--- src/hdl/conv_ctrl_defs.vh ---
// register offsets, field positions, reset values and timing counts for the converter control
`ifndef CONV_CTRL_DEFS_VH
`define CONV_CTRL_DEFS_VH
`define A_MEAS_SEL      4'h0
`define A_LOAD_LO       4'h1
`define A_LOAD_HI       4'h2
`define A_INT_TOP       4'h3
`define A_MASK_TOP      4'h4
`define A_CONFIG        4'h5
`define A_PLL_CTRL      4'h6
`define A_CORE0         4'h7
`define A_CORE1         4'h8
`define A_STATUS        4'h9
`define B_INT_MEAS      0
`define B_INT_SYNC      1
`define B_PLL_EN        7
`define B_FPWM          0
`define B_ACTIVE        8
`define RST_MASK_TOP    2'h0
`define RST_CONFIG      1'h0
`define RST_PLL_CTRL    8'h00
`define MEAS_TIME_NS    50000
`define CLK_PERIOD_NS   5
`define MEAS_CYC        (`MEAS_TIME_NS / `CLK_PERIOD_NS)
`define BOOT_TIME_NS    1200000
`define BOOT_CYC        (`BOOT_TIME_NS / `CLK_PERIOD_NS)
`define HEAVY_LOAD_MA   600
`define LSB_MA          20
`define SYNC_TOL_LO_PCT 70
`define SYNC_TOL_HI_PCT 110
// valid link period as percent of nominal: 1/1.1 and 1/0.7
`define PER_MIN_PCT     8'h5b
`define PER_MAX_PCT     8'h8f
`define DITHER_SPAN     4'hf
`endif

--- src/hdl/conv_ctrl.v ---
// converter mode, load measurement and sync clock control with avalon register slave
`timescale 1ns/1ps
`include "conv_ctrl_defs.vh"
module conv_ctrl #(
    parameter MEAS_CYCLES = `MEAS_CYC,
    parameter BOOT_CYCLES = `BOOT_CYC
) (
    // clock and reset
    input  wire        clk_sys_i,
    input  wire        rst_i,
    // avalon-mm slave
    input  wire [3:0]  avs_address_i,
    input  wire        avs_read_i,
    input  wire        avs_write_i,
    input  wire [31:0] avs_writedata_i,
    output reg  [31:0] avs_readdata_o,
    output reg         avs_waitrequest_o,
    // analog side
    input  wire [8:0]  load_code_i,
    input  wire        ext_sync_clock_pin_i,
    input  wire        converter_enable_i,
    input  wire        otp_fpwm0_i,
    input  wire        otp_fpwm1_i,
    // converter control
    output reg  [1:0]  core_pwm_o,
    output reg         use_ext_clock_o,
    output reg  [3:0]  dither_step_o,
    output reg         meas_busy_o,
    output reg         irq_o,
    output reg         ready_o
);
    localparam ST_BOOT = 2'h0;
    localparam ST_STBY = 2'h1;
    localparam ST_ACT  = 2'h2;
    localparam [18:0] MEAS_N = MEAS_CYCLES[18:0];
    localparam [18:0] BOOT_N = BOOT_CYCLES[18:0];

    // cycles of clk_sys per link period for nominal n MHz: 200/n
    function [8:0] nom_cyc;
        input [4:0] sel;
        begin
            nom_cyc = (sel == 5'h0) ? 9'd200 : (9'd200 / {4'h0, sel});
        end
    endfunction

    // nominal scaled by pct/100; product kept at 17 bits so 200 * 143 cannot wrap
    function [9:0] scale_pct;
        input [8:0]  n;
        input [7:0]  pct;
        reg   [16:0] prod;
        begin
            prod      = ({8'h0, n} * {9'h0, pct}) / 17'h64;
            scale_pct = prod[9:0];
        end
    endfunction

    reg [1:0]  state_reg;
    reg [18:0] boot_cnt_reg;
    reg        meas_sel_reg;
    reg [18:0] meas_cnt_reg;
    reg [8:0]  result_reg;
    reg [1:0]  int_reg;
    reg [1:0]  mask_reg;
    reg        dither_en_reg;
    reg [7:0]  pll_ctrl_reg;
    reg [1:0]  fpwm_reg;
    reg [1:0]  heavy_reg;
    reg        s1_reg;
    reg        s2_reg;
    reg        s3_reg;
    reg [9:0]  per_cnt_reg;
    reg        ext_ok_reg;
    reg [3:0]  dither_reg;
    reg        dither_dir_reg;

    wire       wr        = avs_write_i & ~avs_waitrequest_o & (state_reg != ST_BOOT);
    // answer edge: a request seen while still waiting; read data is launched with it
    wire       ans       = (avs_read_i | avs_write_i) & avs_waitrequest_o & (state_reg != ST_BOOT);
    wire       meas_start = wr & (avs_address_i == `A_MEAS_SEL);
    wire       heavy_now = ({10'h0, load_code_i} * `LSB_MA) >= `HEAVY_LOAD_MA;
    wire       pll_en    = pll_ctrl_reg[`B_PLL_EN];
    wire [8:0] nom       = nom_cyc(pll_ctrl_reg[4:0]);
    // valid period window: freq in 0.7..1.1 of nominal -> period nom/1.1 .. nom/0.7
    wire [9:0] per_min   = scale_pct(nom, `PER_MIN_PCT);
    wire [9:0] per_max   = scale_pct(nom, `PER_MAX_PCT);
    wire       rise      = s2_reg & ~s3_reg;
    wire       meas_done = meas_busy_o & ~meas_start & (meas_cnt_reg == MEAS_N - 19'h1);
    wire       ext_pres_next = rise ? ((per_cnt_reg >= per_min) && (per_cnt_reg <= per_max))
                                    : (per_cnt_reg > per_max ? 1'b0 : ext_ok_reg);
    wire       go_active = (state_reg == ST_STBY) & converter_enable_i;
    wire       boot_end  = (state_reg == ST_BOOT) & (boot_cnt_reg == BOOT_N - 19'h1);
    wire       sync_evt  = pll_en & ((ext_pres_next != ext_ok_reg)
                                     | ((boot_end | go_active) & ~ext_pres_next));
    reg  [1:0] int_next;
    reg  [31:0] rdata;

    always @* begin
        int_next = int_reg;
        if (wr && avs_address_i == `A_INT_TOP) begin
            int_next = int_reg & ~avs_writedata_i[1:0];
        end
        // set beats clear in the same cycle
        if (meas_done) begin
            int_next[`B_INT_MEAS] = 1'b1;
        end
        if (sync_evt) begin
            int_next[`B_INT_SYNC] = 1'b1;
        end
    end

    always @* begin
        rdata = 32'h0;
        case (avs_address_i)
            `A_MEAS_SEL: rdata = {31'h0, meas_sel_reg};
            `A_LOAD_LO:  rdata = {24'h0, result_reg[7:0]};
            `A_LOAD_HI:  rdata = {31'h0, result_reg[8]};
            `A_INT_TOP:  rdata = {30'h0, int_reg};
            `A_MASK_TOP: rdata = {30'h0, mask_reg};
            `A_CONFIG:   rdata = {31'h0, dither_en_reg};
            `A_PLL_CTRL: rdata = {24'h0, pll_ctrl_reg};
            `A_CORE0:    rdata = {31'h0, fpwm_reg[0]};
            `A_CORE1:    rdata = {31'h0, fpwm_reg[1]};
            `A_STATUS:   rdata = {23'h0, state_reg == ST_ACT, 5'h0, meas_busy_o, ext_ok_reg,
                                  use_ext_clock_o};
            default:     rdata = 32'h0;
        endcase
    end

    // link clock sampling; s1 feeds only s2
    always @(posedge clk_sys_i) begin
        if (rst_i) begin
            s1_reg      <= 1'b0;
            s2_reg      <= 1'b0;
            s3_reg      <= 1'b0;
            per_cnt_reg <= 10'h0;
            ext_ok_reg  <= 1'b0;
        end else begin
            s1_reg     <= ext_sync_clock_pin_i;
            s2_reg     <= s1_reg;
            s3_reg     <= s2_reg;
            ext_ok_reg <= ext_pres_next;
            if (rise) begin
                per_cnt_reg <= 10'h1;
            end else if (per_cnt_reg != 10'h3ff) begin
                per_cnt_reg <= per_cnt_reg + 10'h1;
            end
        end
    end

    always @(posedge clk_sys_i) begin
        if (rst_i) begin
            state_reg         <= ST_BOOT;
            boot_cnt_reg      <= 19'h0;
            meas_sel_reg      <= 1'b0;
            meas_cnt_reg      <= 19'h0;
            result_reg        <= 9'h0;
            int_reg           <= 2'h0;
            mask_reg          <= `RST_MASK_TOP;
            dither_en_reg     <= `RST_CONFIG;
            pll_ctrl_reg      <= `RST_PLL_CTRL;
            fpwm_reg          <= 2'h0;
            heavy_reg         <= 2'h0;
            dither_reg        <= 4'h0;
            dither_dir_reg    <= 1'b0;
            avs_readdata_o    <= 32'h0;
            avs_waitrequest_o <= 1'b1;
            core_pwm_o        <= 2'h0;
            use_ext_clock_o   <= 1'b0;
            dither_step_o     <= 4'h0;
            meas_busy_o       <= 1'b0;
            irq_o             <= 1'b0;
            ready_o           <= 1'b0;
        end else begin
            int_reg <= int_next;
            // one wait cycle per access; held off until defaults are loaded
            avs_waitrequest_o <= ~ans;
            if (ans && avs_read_i) begin
                avs_readdata_o <= rdata;
            end
            case (state_reg)
                ST_BOOT: begin
                    boot_cnt_reg <= boot_cnt_reg + 19'h1;
                    if (boot_end) begin
                        fpwm_reg  <= {otp_fpwm1_i, otp_fpwm0_i};
                        state_reg <= ST_STBY;
                        ready_o   <= 1'b1;
                    end
                end
                ST_STBY: if (converter_enable_i) state_reg <= ST_ACT;
                ST_ACT:  if (!converter_enable_i) state_reg <= ST_STBY;
                default: state_reg <= ST_BOOT;
            endcase
            if (wr) begin
                case (avs_address_i)
                    `A_MEAS_SEL: meas_sel_reg  <= avs_writedata_i[0];
                    `A_MASK_TOP: mask_reg      <= avs_writedata_i[1:0];
                    `A_CONFIG:   dither_en_reg <= avs_writedata_i[0];
                    `A_PLL_CTRL: pll_ctrl_reg  <= {avs_writedata_i[7], 2'h0,
                                                   avs_writedata_i[4:0]};
                    `A_CORE0:    fpwm_reg[0]   <= avs_writedata_i[`B_FPWM];
                    `A_CORE1:    fpwm_reg[1]   <= avs_writedata_i[`B_FPWM];
                    default: ;
                endcase
            end
            // apart from the write decode, so other writes never stall a measurement
            if (meas_start) begin
                meas_busy_o  <= 1'b1;
                meas_cnt_reg <= 19'h0;
            end else if (meas_busy_o) begin
                meas_cnt_reg <= meas_cnt_reg + 19'h1;
                if (meas_done) begin
                    meas_busy_o <= 1'b0;
                    result_reg  <= load_code_i;
                end
            end
            // heavy load from the shared sense code of the selected core
            heavy_reg[meas_sel_reg] <= heavy_now;
            core_pwm_o[0] <= fpwm_reg[0] | heavy_reg[0]
                             | (meas_busy_o & ~meas_sel_reg);
            core_pwm_o[1] <= fpwm_reg[1] | heavy_reg[1] | (meas_busy_o & meas_sel_reg);
            use_ext_clock_o <= pll_en & ext_ok_reg;
            if (dither_en_reg && !pll_en) begin
                // triangle sweep between 0 and 15
                dither_reg <= dither_dir_reg ? dither_reg - 4'h1 : dither_reg + 4'h1;
                if (dither_reg == `DITHER_SPAN - 4'h1 && !dither_dir_reg) dither_dir_reg <= 1'b1;
                if (dither_reg == 4'h1 && dither_dir_reg) dither_dir_reg <= 1'b0;
            end else begin
                dither_reg     <= 4'h0;
                dither_dir_reg <= 1'b0;
            end
            dither_step_o <= dither_reg;
            irq_o <= |(int_next & ~mask_reg);
        end
    end
endmodule // conv_ctrl

--- config.mk ---
export PLATFORM = sky130hd
export DESIGN_NAME = conv_ctrl
export DESIGN_NICKNAME = d
export VERILOG_FILES = /design/src/hdl/conv_ctrl.v
export VERILOG_INCLUDE_DIRS = /design/src /design/src/hdl
export SDC_FILE = /design/constraint.sdc
export NUM_CORES = 1
export LEC_CHECK = 0
export ABC_AREA = 0
export ABC_CLOCK_PERIOD_IN_PS = 42100
export BUFFER_PORTS_ARGS = -buffer_cell sky130_fd_sc_hd__buf_2
export CORE_ASPECT_RATIO = 0.75
export CORE_MARGIN = 4
export CORE_UTILIZATION = 45
export CTS_CLUSTER_SIZE = 24
export DETAILED_ROUTE_END_ITERATION = 16
export GPL_TIMING_DRIVEN = 0
export PLACE_DENSITY = 0.72
export SLEW_MARGIN = 20
export SYNTH_ARGS = -nofsm -noshare
export SYNTH_HDL_FRONTEND = slang
export SYNTH_SLANG_ARGS = --single-unit
--- constraint.sdc ---
create_clock -name clk_sys_i -period 42.1 [get_ports clk_sys_i]
set_input_delay 8.42 -clock clk_sys_i [delete_from_list [all_inputs] [get_ports clk_sys_i]]
set_output_delay 8.42 -clock clk_sys_i [all_outputs]
set_load 0.05 [all_outputs]
==> impl_results.md, run 1 <==
* Relative slew slack at 35.6%
* Critical path endpoint category: flip-flop
* DIE AREA at 32500 sq um
* Yosys top cell area share at between 10% and 20%
* Post_cts resized at 0
* Reg2Reg Setup Slack at between 15000 and 20000 ps
* Startpoint type of the worst setup path: flip-flop
* Hold buffer count at cts at 0
* Count of final setup violators at 0
* Seq/Total Area, Yosys at approximately 16%
* Number of diodes at 0
* Filler cells at ~2800
* Unrepaired setup endpoints after global routing: false
* Clock buffer depth at 2
* Root buf cell: clkbuf_16
* Num CTS Buffers at 9
* Share of layout cells above drive strength 1 at a little over a tenth
* Slowest-stage cell, CP: o32ai_1
* Syn Std Cell Area at ~13000 sq um
* Post-detail-place hpwl at between 20 and 30 mm
* DR DRC count at 0
* Dominant cells by area after synthesis: dfxtp_1 16%, ha_1 13%, nor2_1 5.5%
* # Post-CTS Setup Buffers at 0
* Power Internal at roughly 0.0005 W
* Max incr delay on CP at ~670 ps
* Total overflow reported by the global router at 0
* Final instance area at between 10000 and 15000 sq um
* CTS tree: done
* Net Sw Frac at 53.7%
* Number of global-route vias before repair at 11700
* Async S/R FF share, synth at 0%
* Syn Inst Count at 1706
* Count leader, synth: nor2_1
* First-pass GRT wire length at approximately 56 mm
* Antenna Nets Post-Route at 0
* Drt pass-1 iters at 5
* Initial antenna violation count at 0
* Top_reg_cell synth: dfxtp_1
* Worst Path Max Fanout at 10
* Crit path required time at between 40000 and 50000 ps
* Clk_lat worst skew at 360 ps
* Post-Layout Cell Count at ~2200
* Logic pwr share at between 80% and 90%
* Die height at 157 um
* NetSw at slightly below 0.0006 W
* Placement Cell Area at about 14000 sq um
* Leakage power at between 6 and 7 nW
* TNS Setup at 0 ps
* Initial DRC Count at about 1100
* Final wirelength at between 30 and 40 mm
* Gr usage total at 20.1%
* Synthesis Warnings at 0
* Maximum vdd drop at around 0.000071 V
* Most common cell on crit path: a21oi_1
* Placed cell count at roughly 2200
* Hold Violations, Final at 0
* Via count at roughly 13000
* # IOs at between 90 and 100
* Die W at between 200 and 250 um
* Fmax at roughly 0.041 GHz
* Clock Skew at between 10 and 15 ps
* CP Class: reg -> reg
* Largest net degree at the start of global routing at 22
* Clock sinks at ~100
* Vias per inst at ~5.8
* Post-synth top area cell: dfxtp_1
* Area Growth Syn to Fin at 8.56%
* Worst Max-Slew Pin Slew at around 960 ps
* Average cell area after synthesis at between 7 and 8 sq um
* Status: finished, final reports clean
* Clock power frac at 7.9%
* # rows at between 50 and 60
* Port bufs at 45
* Core area at 29200 sq um
* Final Net Count at a little over 2000
* Seq pwr share at just over 9%
* Worst EP arrival at ~24000 ps
* Initial core utilization at 45.8%
* Post-layout util at ~50%
* Post-synth top cells: 196 x nor2_1, 141 x ha_1, 135 x nand2_1, 116 x inv_1, 104 x dfxtp_1
* Final max-slew violation count at 0
* H-Tree Depth at 3
* DR WL/cell at ~15 um
* PwrDens at 75.1 nW/um^2
* Fin crit share at a little under three fifths
* Post-synth cell types at 118
* Max_cap viols at 0
* Final min period at approximately 24000 ps
* Worst-path clk slew at 90 ps
* #FFs+latches synth at about 100
* Final hold slack at about 440 ps
* GPL Wtd Cong at between 0.8 and 0.9
* Hold Crit Class: reg -> reg
* EDFF count, synth at 0
## through the flow
step | total power [W] | worst slack (ps)
finish | 0.00109 | 17920
detailed placement | 0.000987 | 18350
global placement | 0.000966 | 18740
floorplan | 0.000832 | 21720
CTS | 0.00108 | 18190
global route | 0.00120 | 15680
## path summary, 6_finish.rpt
check | startpoint | to | depth (start not counted)
min reg2reg | avs_waitrequest_o | avs_waitrequest_o | 1
max | pll_ctrl_reg[1] | irq_o | 111
min | avs_waitrequest_o | avs_waitrequest_o | 1
max reg2reg | pll_ctrl_reg[1] | irq_o | 111
## layout by cell type (no fill, tap or decap), drive strengths merged, types with 12 or more instances in the layout
master    n
a21o     30
conb     32
nor3     43
nand2b   25
dfxtp   104
mux2i    35
mux2     13
nor2b    26
a31oi    16
nand4    16
nor2    198
nand3    50
o211ai   24
and3     22
inv     119
nand2   137
clkbuf   45
a211oi   30
xnor2    50
or3      15
or2      12
ha      141
a21oi   101
xor2     48
buf      86
fa       36
and2     17
o21a     26
o21ai    75
nor4     14
## worst max-delay path: cells and delay by family (launching register included)
kind,cells,cell delay (ps)
buf+inv,8,1310
fa+ha+maj,15,5220
mux,3,610
xor+xnor,1,300
compound gates,55,11320
flops,1,440
simple gates,29,4840
## logic make-up after synthesis
| logic type | count (synthesis) | share of synthesized area, % |
|---|---|---|
| other | 2 | 0.0562 |
| multiplexers | 48 | 3.77 |
| adder cells (fa/ha/maj) | 183 | 19.1 |
| AO/OA/AOI/OAI | 461 | 25.6 |
| AND/OR/NAND/NOR | 616 | 23.1 |
| flip-flops | 104 | 15.6 |
| buffers and inverters | 194 | 6.37 |
| XOR/XNOR | 98 | 6.42 |
## final cells by class
class | instances | area (sq um) | share of cell area (%)
plain buffers | 77 | 412 | 2.84
clock buffers | 9 | 225 | 1.55
clock inverters | 7 | 85.1 | 0.587
inverters | 117 | 439 | 3.03
multi-input cells | 1438 | 10500 | 72.7
flip-flops and latches | 104 | 2080 | 14.4
well taps | 392 | 490 | 3.38
repair buffers | 45 | 225 | 1.55
## power groups by stage
stage	Clock [W]	Sequential (W)	Combinational, W
after floorplan	0	0.000102	0.000729
after global placement	0	0.000102	0.000864
after detailed placement	0	0.000102	0.000885
after CTS	0.0000875	0.0000998	0.000891
after global routing	0.0000913	0.000100	0.00101
final	0.0000865	0.0000998	0.000903
## routing by layer
| metal | track usage (%) | part of all wire (%) | up-vias |
|---|---|---|---|
| li1 | - | - | 6361 |
| met2 | 32.3 | 45 | 316 |
| met5 | 0 | 0 | - |
| met3 | 2.29 | 4.6 | 28 |
| met1 | 29.9 | 50 | 5982 |
| met4 | 2.74 | 0.75 | 0 |
Note: power is estimated with default switching activity, not from simulation.
==> inputs of run 2 (changes only) <==
--- a/config.mk
+++ b/config.mk
@@ -6,8 +6,8 @@
 export SDC_FILE = /design/constraint.sdc
 export NUM_CORES = 1
 export LEC_CHECK = 0
-export ABC_AREA = 0
-export ABC_CLOCK_PERIOD_IN_PS = 42100
+export ABC_AREA = 1
+export ABC_CLOCK_PERIOD_IN_PS = 22300
 export BUFFER_PORTS_ARGS = -buffer_cell sky130_fd_sc_hd__buf_2
 export CORE_ASPECT_RATIO = 0.75
 export CORE_MARGIN = 4
@@ -15,7 +15,7 @@
 export CTS_CLUSTER_SIZE = 24
 export DETAILED_ROUTE_END_ITERATION = 16
 export GPL_TIMING_DRIVEN = 0
-export PLACE_DENSITY = 0.72
+export PLACE_DENSITY = 0.73
 export SLEW_MARGIN = 20
 export SYNTH_ARGS = -nofsm -noshare
 export SYNTH_HDL_FRONTEND = slang
==> constraint.sdc (replaced) <==
create_clock -name clk_sys_i -period 22.3 [get_ports clk_sys_i]
set_input_delay 4.46 -clock clk_sys_i [delete_from_list [all_inputs] [get_ports clk_sys_i]]
set_output_delay 4.46 -clock clk_sys_i [all_outputs]
set_load 0.05 [all_outputs]
==> run 2 against run 1 <==
Critical path depth increased by 18. Die area fell by 4.1%. Setup slack got worse by 16000 ps. Sequential share of layout area rose by 0.54 points. Register-to-register slack worse by 16000 ps. Via count is 4.1% lower. Sequential cell count did not move. Synthesized cell count rose by 14%.
==> impl_results.md, run 2 <==
* Core area at 28000 sq um (was 29200 sq um)
* Fmax at 0.0500 GHz (was 0.0414 GHz)
* Filler cells at 2785 (was 2824)
* Port bufs at 46 (was 45)
* Clock buffer depth at 2 (unchanged)
* DR DRC count at 0 (unchanged)
* Final wirelength at 29.5 mm (was 33.0 mm)
* GPL Wtd Cong at 0.905 (was 0.898)
* Reg2Reg Setup Slack at 2280 ps (was 17920 ps)
* Drt pass-1 iters at 8 (was 5)
* Hold Violations, Final at 0 (unchanged)
* CP Class: reg -> reg (unchanged)
* Count of final setup violators at 0 (unchanged)
* Reg-to-Reg Start: pll_ctrl_reg[1] (unchanged)
* Syn Inst Count at 1945 (was 1706)
* Root buf cell: clkbuf_16 (unchanged)
* Post-synth top area cell: dfxtp_1 (unchanged)
* Final min period at 20020 ps (was 24180 ps)
* Relative slew slack at 43.7% (was 35.6%)
* # rows at 53 (was 54)
* Commonest non-fill, non-tap cells in the layout: 408 x nand2_1, 349 x inv_1, 163 x nor2_1 (was 196 x nor2_1, 141 x ha_1, 135 x nand2_1)
* Post-synth top cells: 408 x nand2_1, 349 x inv_1, 164 x nor2_1, 141 x ha_1, 121 x nand3_1 (was 196 x nor2_1, 141 x ha_1, 135 x nand2_1, 116 x inv_1, 104 x dfxtp_1)
* Hold buffer count at cts at 0 (unchanged)
* Unrepaired setup endpoints after global routing: false (unchanged)
* Seq/Total Area, Yosys at 16.3% (was 15.6%)
* Initial core utilization at 45.7% (was 45.8%)
* Critical Path Source: pll_ctrl_reg[1] (unchanged)
* #FFs+latches synth at 104 (unchanged)
* Area Growth Syn to Fin at 9.31% (was 8.56%)
* Worst EP arrival at 20250 ps (was 24440 ps)
* Most common cell on crit path: nand2_1 (was a21oi_1)
* Critical Path End: irq_o (unchanged)
* # IOs at 96 (unchanged)
* Post_cts resized at 0 (unchanged)
* Average cell area after synthesis at 6.58 sq um (was 7.83 sq um)
* Largest net degree at the start of global routing at 21 (was 22)
* Initial antenna violation count at 1 (was 0)
* Slowest-stage cell, CP: fa_1 (was o32ai_1)
* Number of diodes at 0 (unchanged)
* TNS Setup at 0 ps (unchanged)
* Clk_lat worst skew at 360 ps (about the same)
* Top_reg_cell synth: dfxtp_1 (unchanged)
* Worst Path Max Fanout at 12 (was 10)
* Synthesis Warnings at 0 (unchanged)
* Via count at 12200 (was 12700)
* R2R depth at 129 (was 111)
* Antenna Nets Post-Route at 0 (unchanged)
* Final max-slew violation count at 0 (unchanged)
* First-pass GRT wire length at 51.2 mm (was 56.1 mm)
* Final hold slack at 403 ps (was 440 ps)
* Clock sinks at 104 (unchanged)
* Dominant cells by area after synthesis: dfxtp_1 16%, ha_1 14%, nand2_1 12% (was dfxtp_1 16%, ha_1 13%, nor2_1 5.5%)
* Clock Skew at 12.8 ps (was 12.0 ps)
* H-Tree Depth at 3 (unchanged)
* Max_cap viols at 0 (unchanged)
* Die height at 154 um (was 157 um)
* DIE AREA at 31200 sq um (was 32500 sq um)
* Max incr delay on CP at 530 ps (was 670 ps)
* Worst R2R End: irq_o (unchanged)
* Worst Max-Slew Pin Slew at 839 ps (was 962 ps)
* DR WL/cell at 12.2 um (was 15.1 um)
* Worst-path clk slew at 80 ps (was 90 ps)
* Die W at 203 um (was 207 um)
* Fin crit share at 89.8% (was 57.4%)
* Post-detail-place hpwl at 24.1 mm (was 26.1 mm)
* Hold Crit Class: reg -> reg (unchanged)
* Yosys top cell area share at 16.3% (was 15.6%)
* Crit path required time at 22530 ps (was 42360 ps)
* CTS tree: done (unchanged)
* # Post-CTS Setup Buffers at 0 (unchanged)
* Most common cell after layout, fill and taps aside: nand2_1 (was nor2_1)
* Gr usage total at 18.9% (was 20.1%)
* Number of global-route vias before repair at 11200 (was 11700)
* Syn Std Cell Area at 12800 sq um (was 13400 sq um)
* Post-synth cell types at 61 (was 118)
* Share of layout cells above drive strength 1 at 12.8% (was 10.6%)
* Num CTS Buffers at 9 (unchanged)
* Count leader, synth: nand2_1 (was nor2_1)
* Critical path endpoint category: flip-flop (unchanged)
* EDFF count, synth at 0 (unchanged)
* Total overflow reported by the global router at 0 (unchanged)
* Async S/R FF share, synth at 0% (unchanged)
* Final Net Count at 2262 (was 2022)
* Initial DRC Count at 810 (was 1114)
* Vias per inst at 5.02 (was 5.80)
* Startpoint type of the worst setup path: flip-flop (unchanged)
* Status: finished, final reports clean (unchanged)
-- run 2: worst min-delay path by stage --
stage	end	depth (start not counted)	startpoint
floorplan	s2_reg	2	s1_reg
global placement	s2_reg	2	s1_reg
detailed placement	s2_reg	2	s1_reg
CTS	s2_reg	2	s1_reg
global route	s2_reg	2	s1_reg
finish	s2_reg	2	s1_reg
-- run 2: logic make-up after synthesis --
family | Yosys count | synth area share [%]
buf+inv | 409 | 12.7
simple gates | 918 | 35.2
flops | 104 | 16.3
xor+xnor | 49 | 3.47
compound gates | 286 | 12.8
other cells | 2 | 0.0587
fa+ha+maj | 177 | 19.4
-- run 2: per-stage QoR --
stage | cells | setup WS (ps) | utilization (%) | cell area, sq um
2_1_floorplan | 1975 | 5140 | - | 12900
3_3_place_gp | 2406 | 2680 | 48.6 | 13600
3_5_place_dp | 2406 | 2140 | 48.7 | 13600
4_1_cts | 2422 | 2070 | 49.9 | 14000
5_1_grt | 2422 | 82.7 | 50.0 | 14000
6_report | 2422 | 2280 | 50.0 | 14000
-- run 2: routing by layer --
layer  GRT usage, %  up-vias  routed length (um)
met2           30.0      252               12700
li1               -     6410                   -
met4           2.84        2                 261
met1           28.1     5479               15100
met3           2.07       23                1300
met5              0        -                  13
-- run 2: area by class of cell --
cell class                      instances  area (sq um)  share of cell area [%]
Clock inverter                          7           126                   0.904
Inverter                              374          1410                    10.1
Multi-Input combinational cell       1462          9210                    65.9
Sequential cell                       104          2080                    14.9
Timing Repair Buffer                   46           230                    1.65
Tap cell                              385           482                    3.45
Clock buffer                            9           225                    1.61
Buffer                                 35           218                    1.56
-- run 2: critical path, delay by kind of cell (launching register included) --
kind | cells | cell delay [ps]
DFF | 1 | 340
buffers and inverters | 13 | 1350
and+or+nand+nor | 67 | 7250
adders and majority gates | 14 | 4940
AOI/OAI and AO/OA | 34 | 5610
xor gates and xnor gates | 1 | 340
Power of run 2 is not shown: default switching activity piles up to over one toggle a cycle in this logic, so the estimate is an artifact.
==> inputs of run 3 (changes only) <==
--- a/config.mk
+++ b/config.mk
@@ -9,13 +9,14 @@
 export ABC_AREA = 1
 export ABC_CLOCK_PERIOD_IN_PS = 22300
 export BUFFER_PORTS_ARGS = -buffer_cell sky130_fd_sc_hd__buf_2
-export CORE_ASPECT_RATIO = 0.75
+export CAP_MARGIN = 40
+export CORE_ASPECT_RATIO = 1.2
 export CORE_MARGIN = 4
-export CORE_UTILIZATION = 45
+export CORE_UTILIZATION = 35
 export CTS_CLUSTER_SIZE = 24
 export DETAILED_ROUTE_END_ITERATION = 16
 export GPL_TIMING_DRIVEN = 0
-export PLACE_DENSITY = 0.73
+export PLACE_DENSITY = 0.61
 export SLEW_MARGIN = 20
 export SYNTH_ARGS = -nofsm -noshare
 export SYNTH_HDL_FRONTEND = slang
==> run 3 against run 2 <==
Via count fell by 1.7%. Sequential share of layout area is 0.081 points lower. Critical path type unchanged. Global-route usage down 4.5 points. Core utilization decreased by 11 points. Count of clock-buffer cells in the layout stayed put. Design area grew 0.55%. Die area grew 27%. Non-clock buffer count up 2. Register-to-register slack got worse by 40 ps. First-iteration DRC count down 57%.
==> impl_results.md, run 3 (synthesis results as in run 2) <==
* # rows at 76 (was 53)
* Final Net Count at 2264 (was 2262)
* Relative slew slack at 39.9% (was 43.7%)
* Root buf cell: clkbuf_16 (unchanged)
* Clock Skew at 13.7 ps (was 12.8 ps)
* Clock sinks at 104 (unchanged)
* Most common cell after layout, fill and taps aside: nand2_1 (unchanged)
* Post-layout util at 39.0% (was 50.0%)
* Num CTS Buffers at 9 (unchanged)
* Gr usage total at 14.3% (was 18.9%)
* Most common cell on crit path: nand2_1 (unchanged)
* Hold Violations, Final at 0 (unchanged)
* Fin crit share at 89.9% (was 89.8%)
* Status: finished, final reports clean (unchanged)
* Initial DRC Count at 352 (was 810)
* DIE AREA at 39700 sq um (was 31200 sq um)
* CP Class: reg -> reg (unchanged)
* Core area at 36000 sq um (was 28000 sq um)
* Area taken by multi-input logic gates at 9200 sq um (was 9210 sq um)
* Clock buffer depth at 2 (unchanged)
* Initial core utilization at 35.5% (was 45.7%)
* Worst-path clk slew at 80 ps (about the same)
* Die height at 217 um (was 154 um)
* Worst Path Max Fanout at 12 (unchanged)
* Post-detail-place hpwl at 24.3 mm (was 24.1 mm)
* H-Tree Depth at 3 (unchanged)
* Startpoint type of the worst setup path: flip-flop (unchanged)
* Worst EP arrival at 20290 ps (was 20250 ps)
* Die W at 182 um (was 203 um)
* Critical path endpoint category: flip-flop (unchanged)
* # IOs at 96 (unchanged)
* Crit path required time at 22540 ps (was 22530 ps)
* Port bufs at 46 (unchanged)
* Filler cells at 3835 (was 2785)
* Unrepaired setup endpoints after global routing: false (unchanged)
* Vias per inst at 4.77 (was 5.02)
* Total overflow reported by the global router at 0 (unchanged)
* Fmax at 0.0499 GHz (was 0.0500 GHz)
* Via count at 12000 (was 12200)
* Antenna Nets Post-Route at 0 (unchanged)
* Sequential Area at 2080 sq um (unchanged)
* Slowest-stage cell, CP: fa_1 (unchanged)
* Number of diodes at 0 (unchanged)
* Initial antenna violation count at 1 (unchanged)
* Number of global-route vias before repair at 11300 (was 11200)
* Share of layout cells above drive strength 1 at 12.8% (about the same)
* Area Growth Syn to Fin at 9.91% (was 9.31%)
* Count of final setup violators at 0 (unchanged)
* DR WL/cell at 11.5 um (was 12.2 um)
* Clk_lat worst skew at 370 ps (was 360 ps)
* Hold Crit Class: reg -> reg (unchanged)
* Worst Max-Slew Pin Slew at 895 ps (was 839 ps)
* Final min period at 20060 ps (was 20020 ps)
* Max incr delay on CP at 510 ps (was 530 ps)
* TNS Setup at 0 ps (unchanged)
* Hold buffer count at cts at 0 (unchanged)
* Max_cap viols at 0 (unchanged)
* DR DRC count at 0 (unchanged)
* Final wirelength at 28.8 mm (was 29.5 mm)
* Largest net degree at the start of global routing at 21 (unchanged)
* Final max-slew violation count at 0 (unchanged)
* CTS tree: done (unchanged)
* Drt pass-1 iters at 5 (was 8)
* GPL Wtd Cong at 0.895 (was 0.905)
* First-pass GRT wire length at 49.3 mm (was 51.2 mm)
* Commonest non-fill, non-tap cells in the layout: 408 x nand2_1, 349 x inv_1, 164 x nor2_1 (was 408 x nand2_1, 349 x inv_1, 163 x nor2_1)
[run 3: cell types whose count changed in the layout (fill, tap and decap cells not counted)]
cell | before | now
clkinvlp_4 | 0 | 1
o21ai_2 | 3 | 2
o21ai_1 | 16 | 17
nor2_1 | 163 | 164
bufinv_16 | 2 | 1
clkinv_8 | 3 | 1
buf_6 | 0 | 1
buf_2 | 46 | 47
inv_6 | 1 | 2
inv_8 | 0 | 2
nor3_2 | 1 | 0
nor3_1 | 25 | 26
clkinv_4 | 1 | 0
nor2_2 | 10 | 9
[run 3: final cells by class]
cell class	instances	share of cell area (%)
repair buffers	48	1.75
clock buffers	9	1.60
plain buffers	35	1.55
well taps	468	4.17
flip-flops and latches	104	14.8
inverters	374	10.0
clock inverters	7	0.668
multi-input cells	1462	65.4
[run 3: worst paths after layout]
path	start	endpoint	slack [ps]	cells after the start
worst max-delay path	pll_ctrl_reg[1]	irq_o	2240	129
worst min-delay path	s1_reg	s2_reg	410	2
worst max register to register	pll_ctrl_reg[1]	irq_o	2240	129
worst min register to register	s1_reg	s2_reg	410	2
[run 3: per-stage QoR]
stage               setup slack [ps]  instances  cell area [sq um]  hold slack [ps]
global placement                2620       2489              13700              408
global route                    72.6       2507              14100              436
CTS                             2160       2506              14000              415
finish                          2240       2507              14100              414
detailed placement              2220       2490              13700              404
floorplan                       5140       1975              12900              388
[run 3: layer usage]
layer / GRT usage [%] / up-vias / share of wire, %
li1: - / 6397 / -
met1: 16.9 / 5379 / 45
met2: 26.7 / 145 / 50
met3: 1.74 / 36 / 2.8
met4: 4.70 / 2 / 2.1
met5: 0 / - / 0.028
[run 3: critical path: cells and delay by family, from the launching register on]
family,cells,cell delay [ps]
simple gates,68,7570
compound gates,34,5720
fa+ha+maj,14,4920
buf+inv,13,1310
flops,1,330
[run 3: timing repair]
item | in CTS | in global routing
setup buffers | 0 | 0
endpoints found under the setup margin | 0 | 1
resized for setup | 0 | 1
hold endpoints to repair | 0 | 0
Power of run 3 is left out for the same reason.
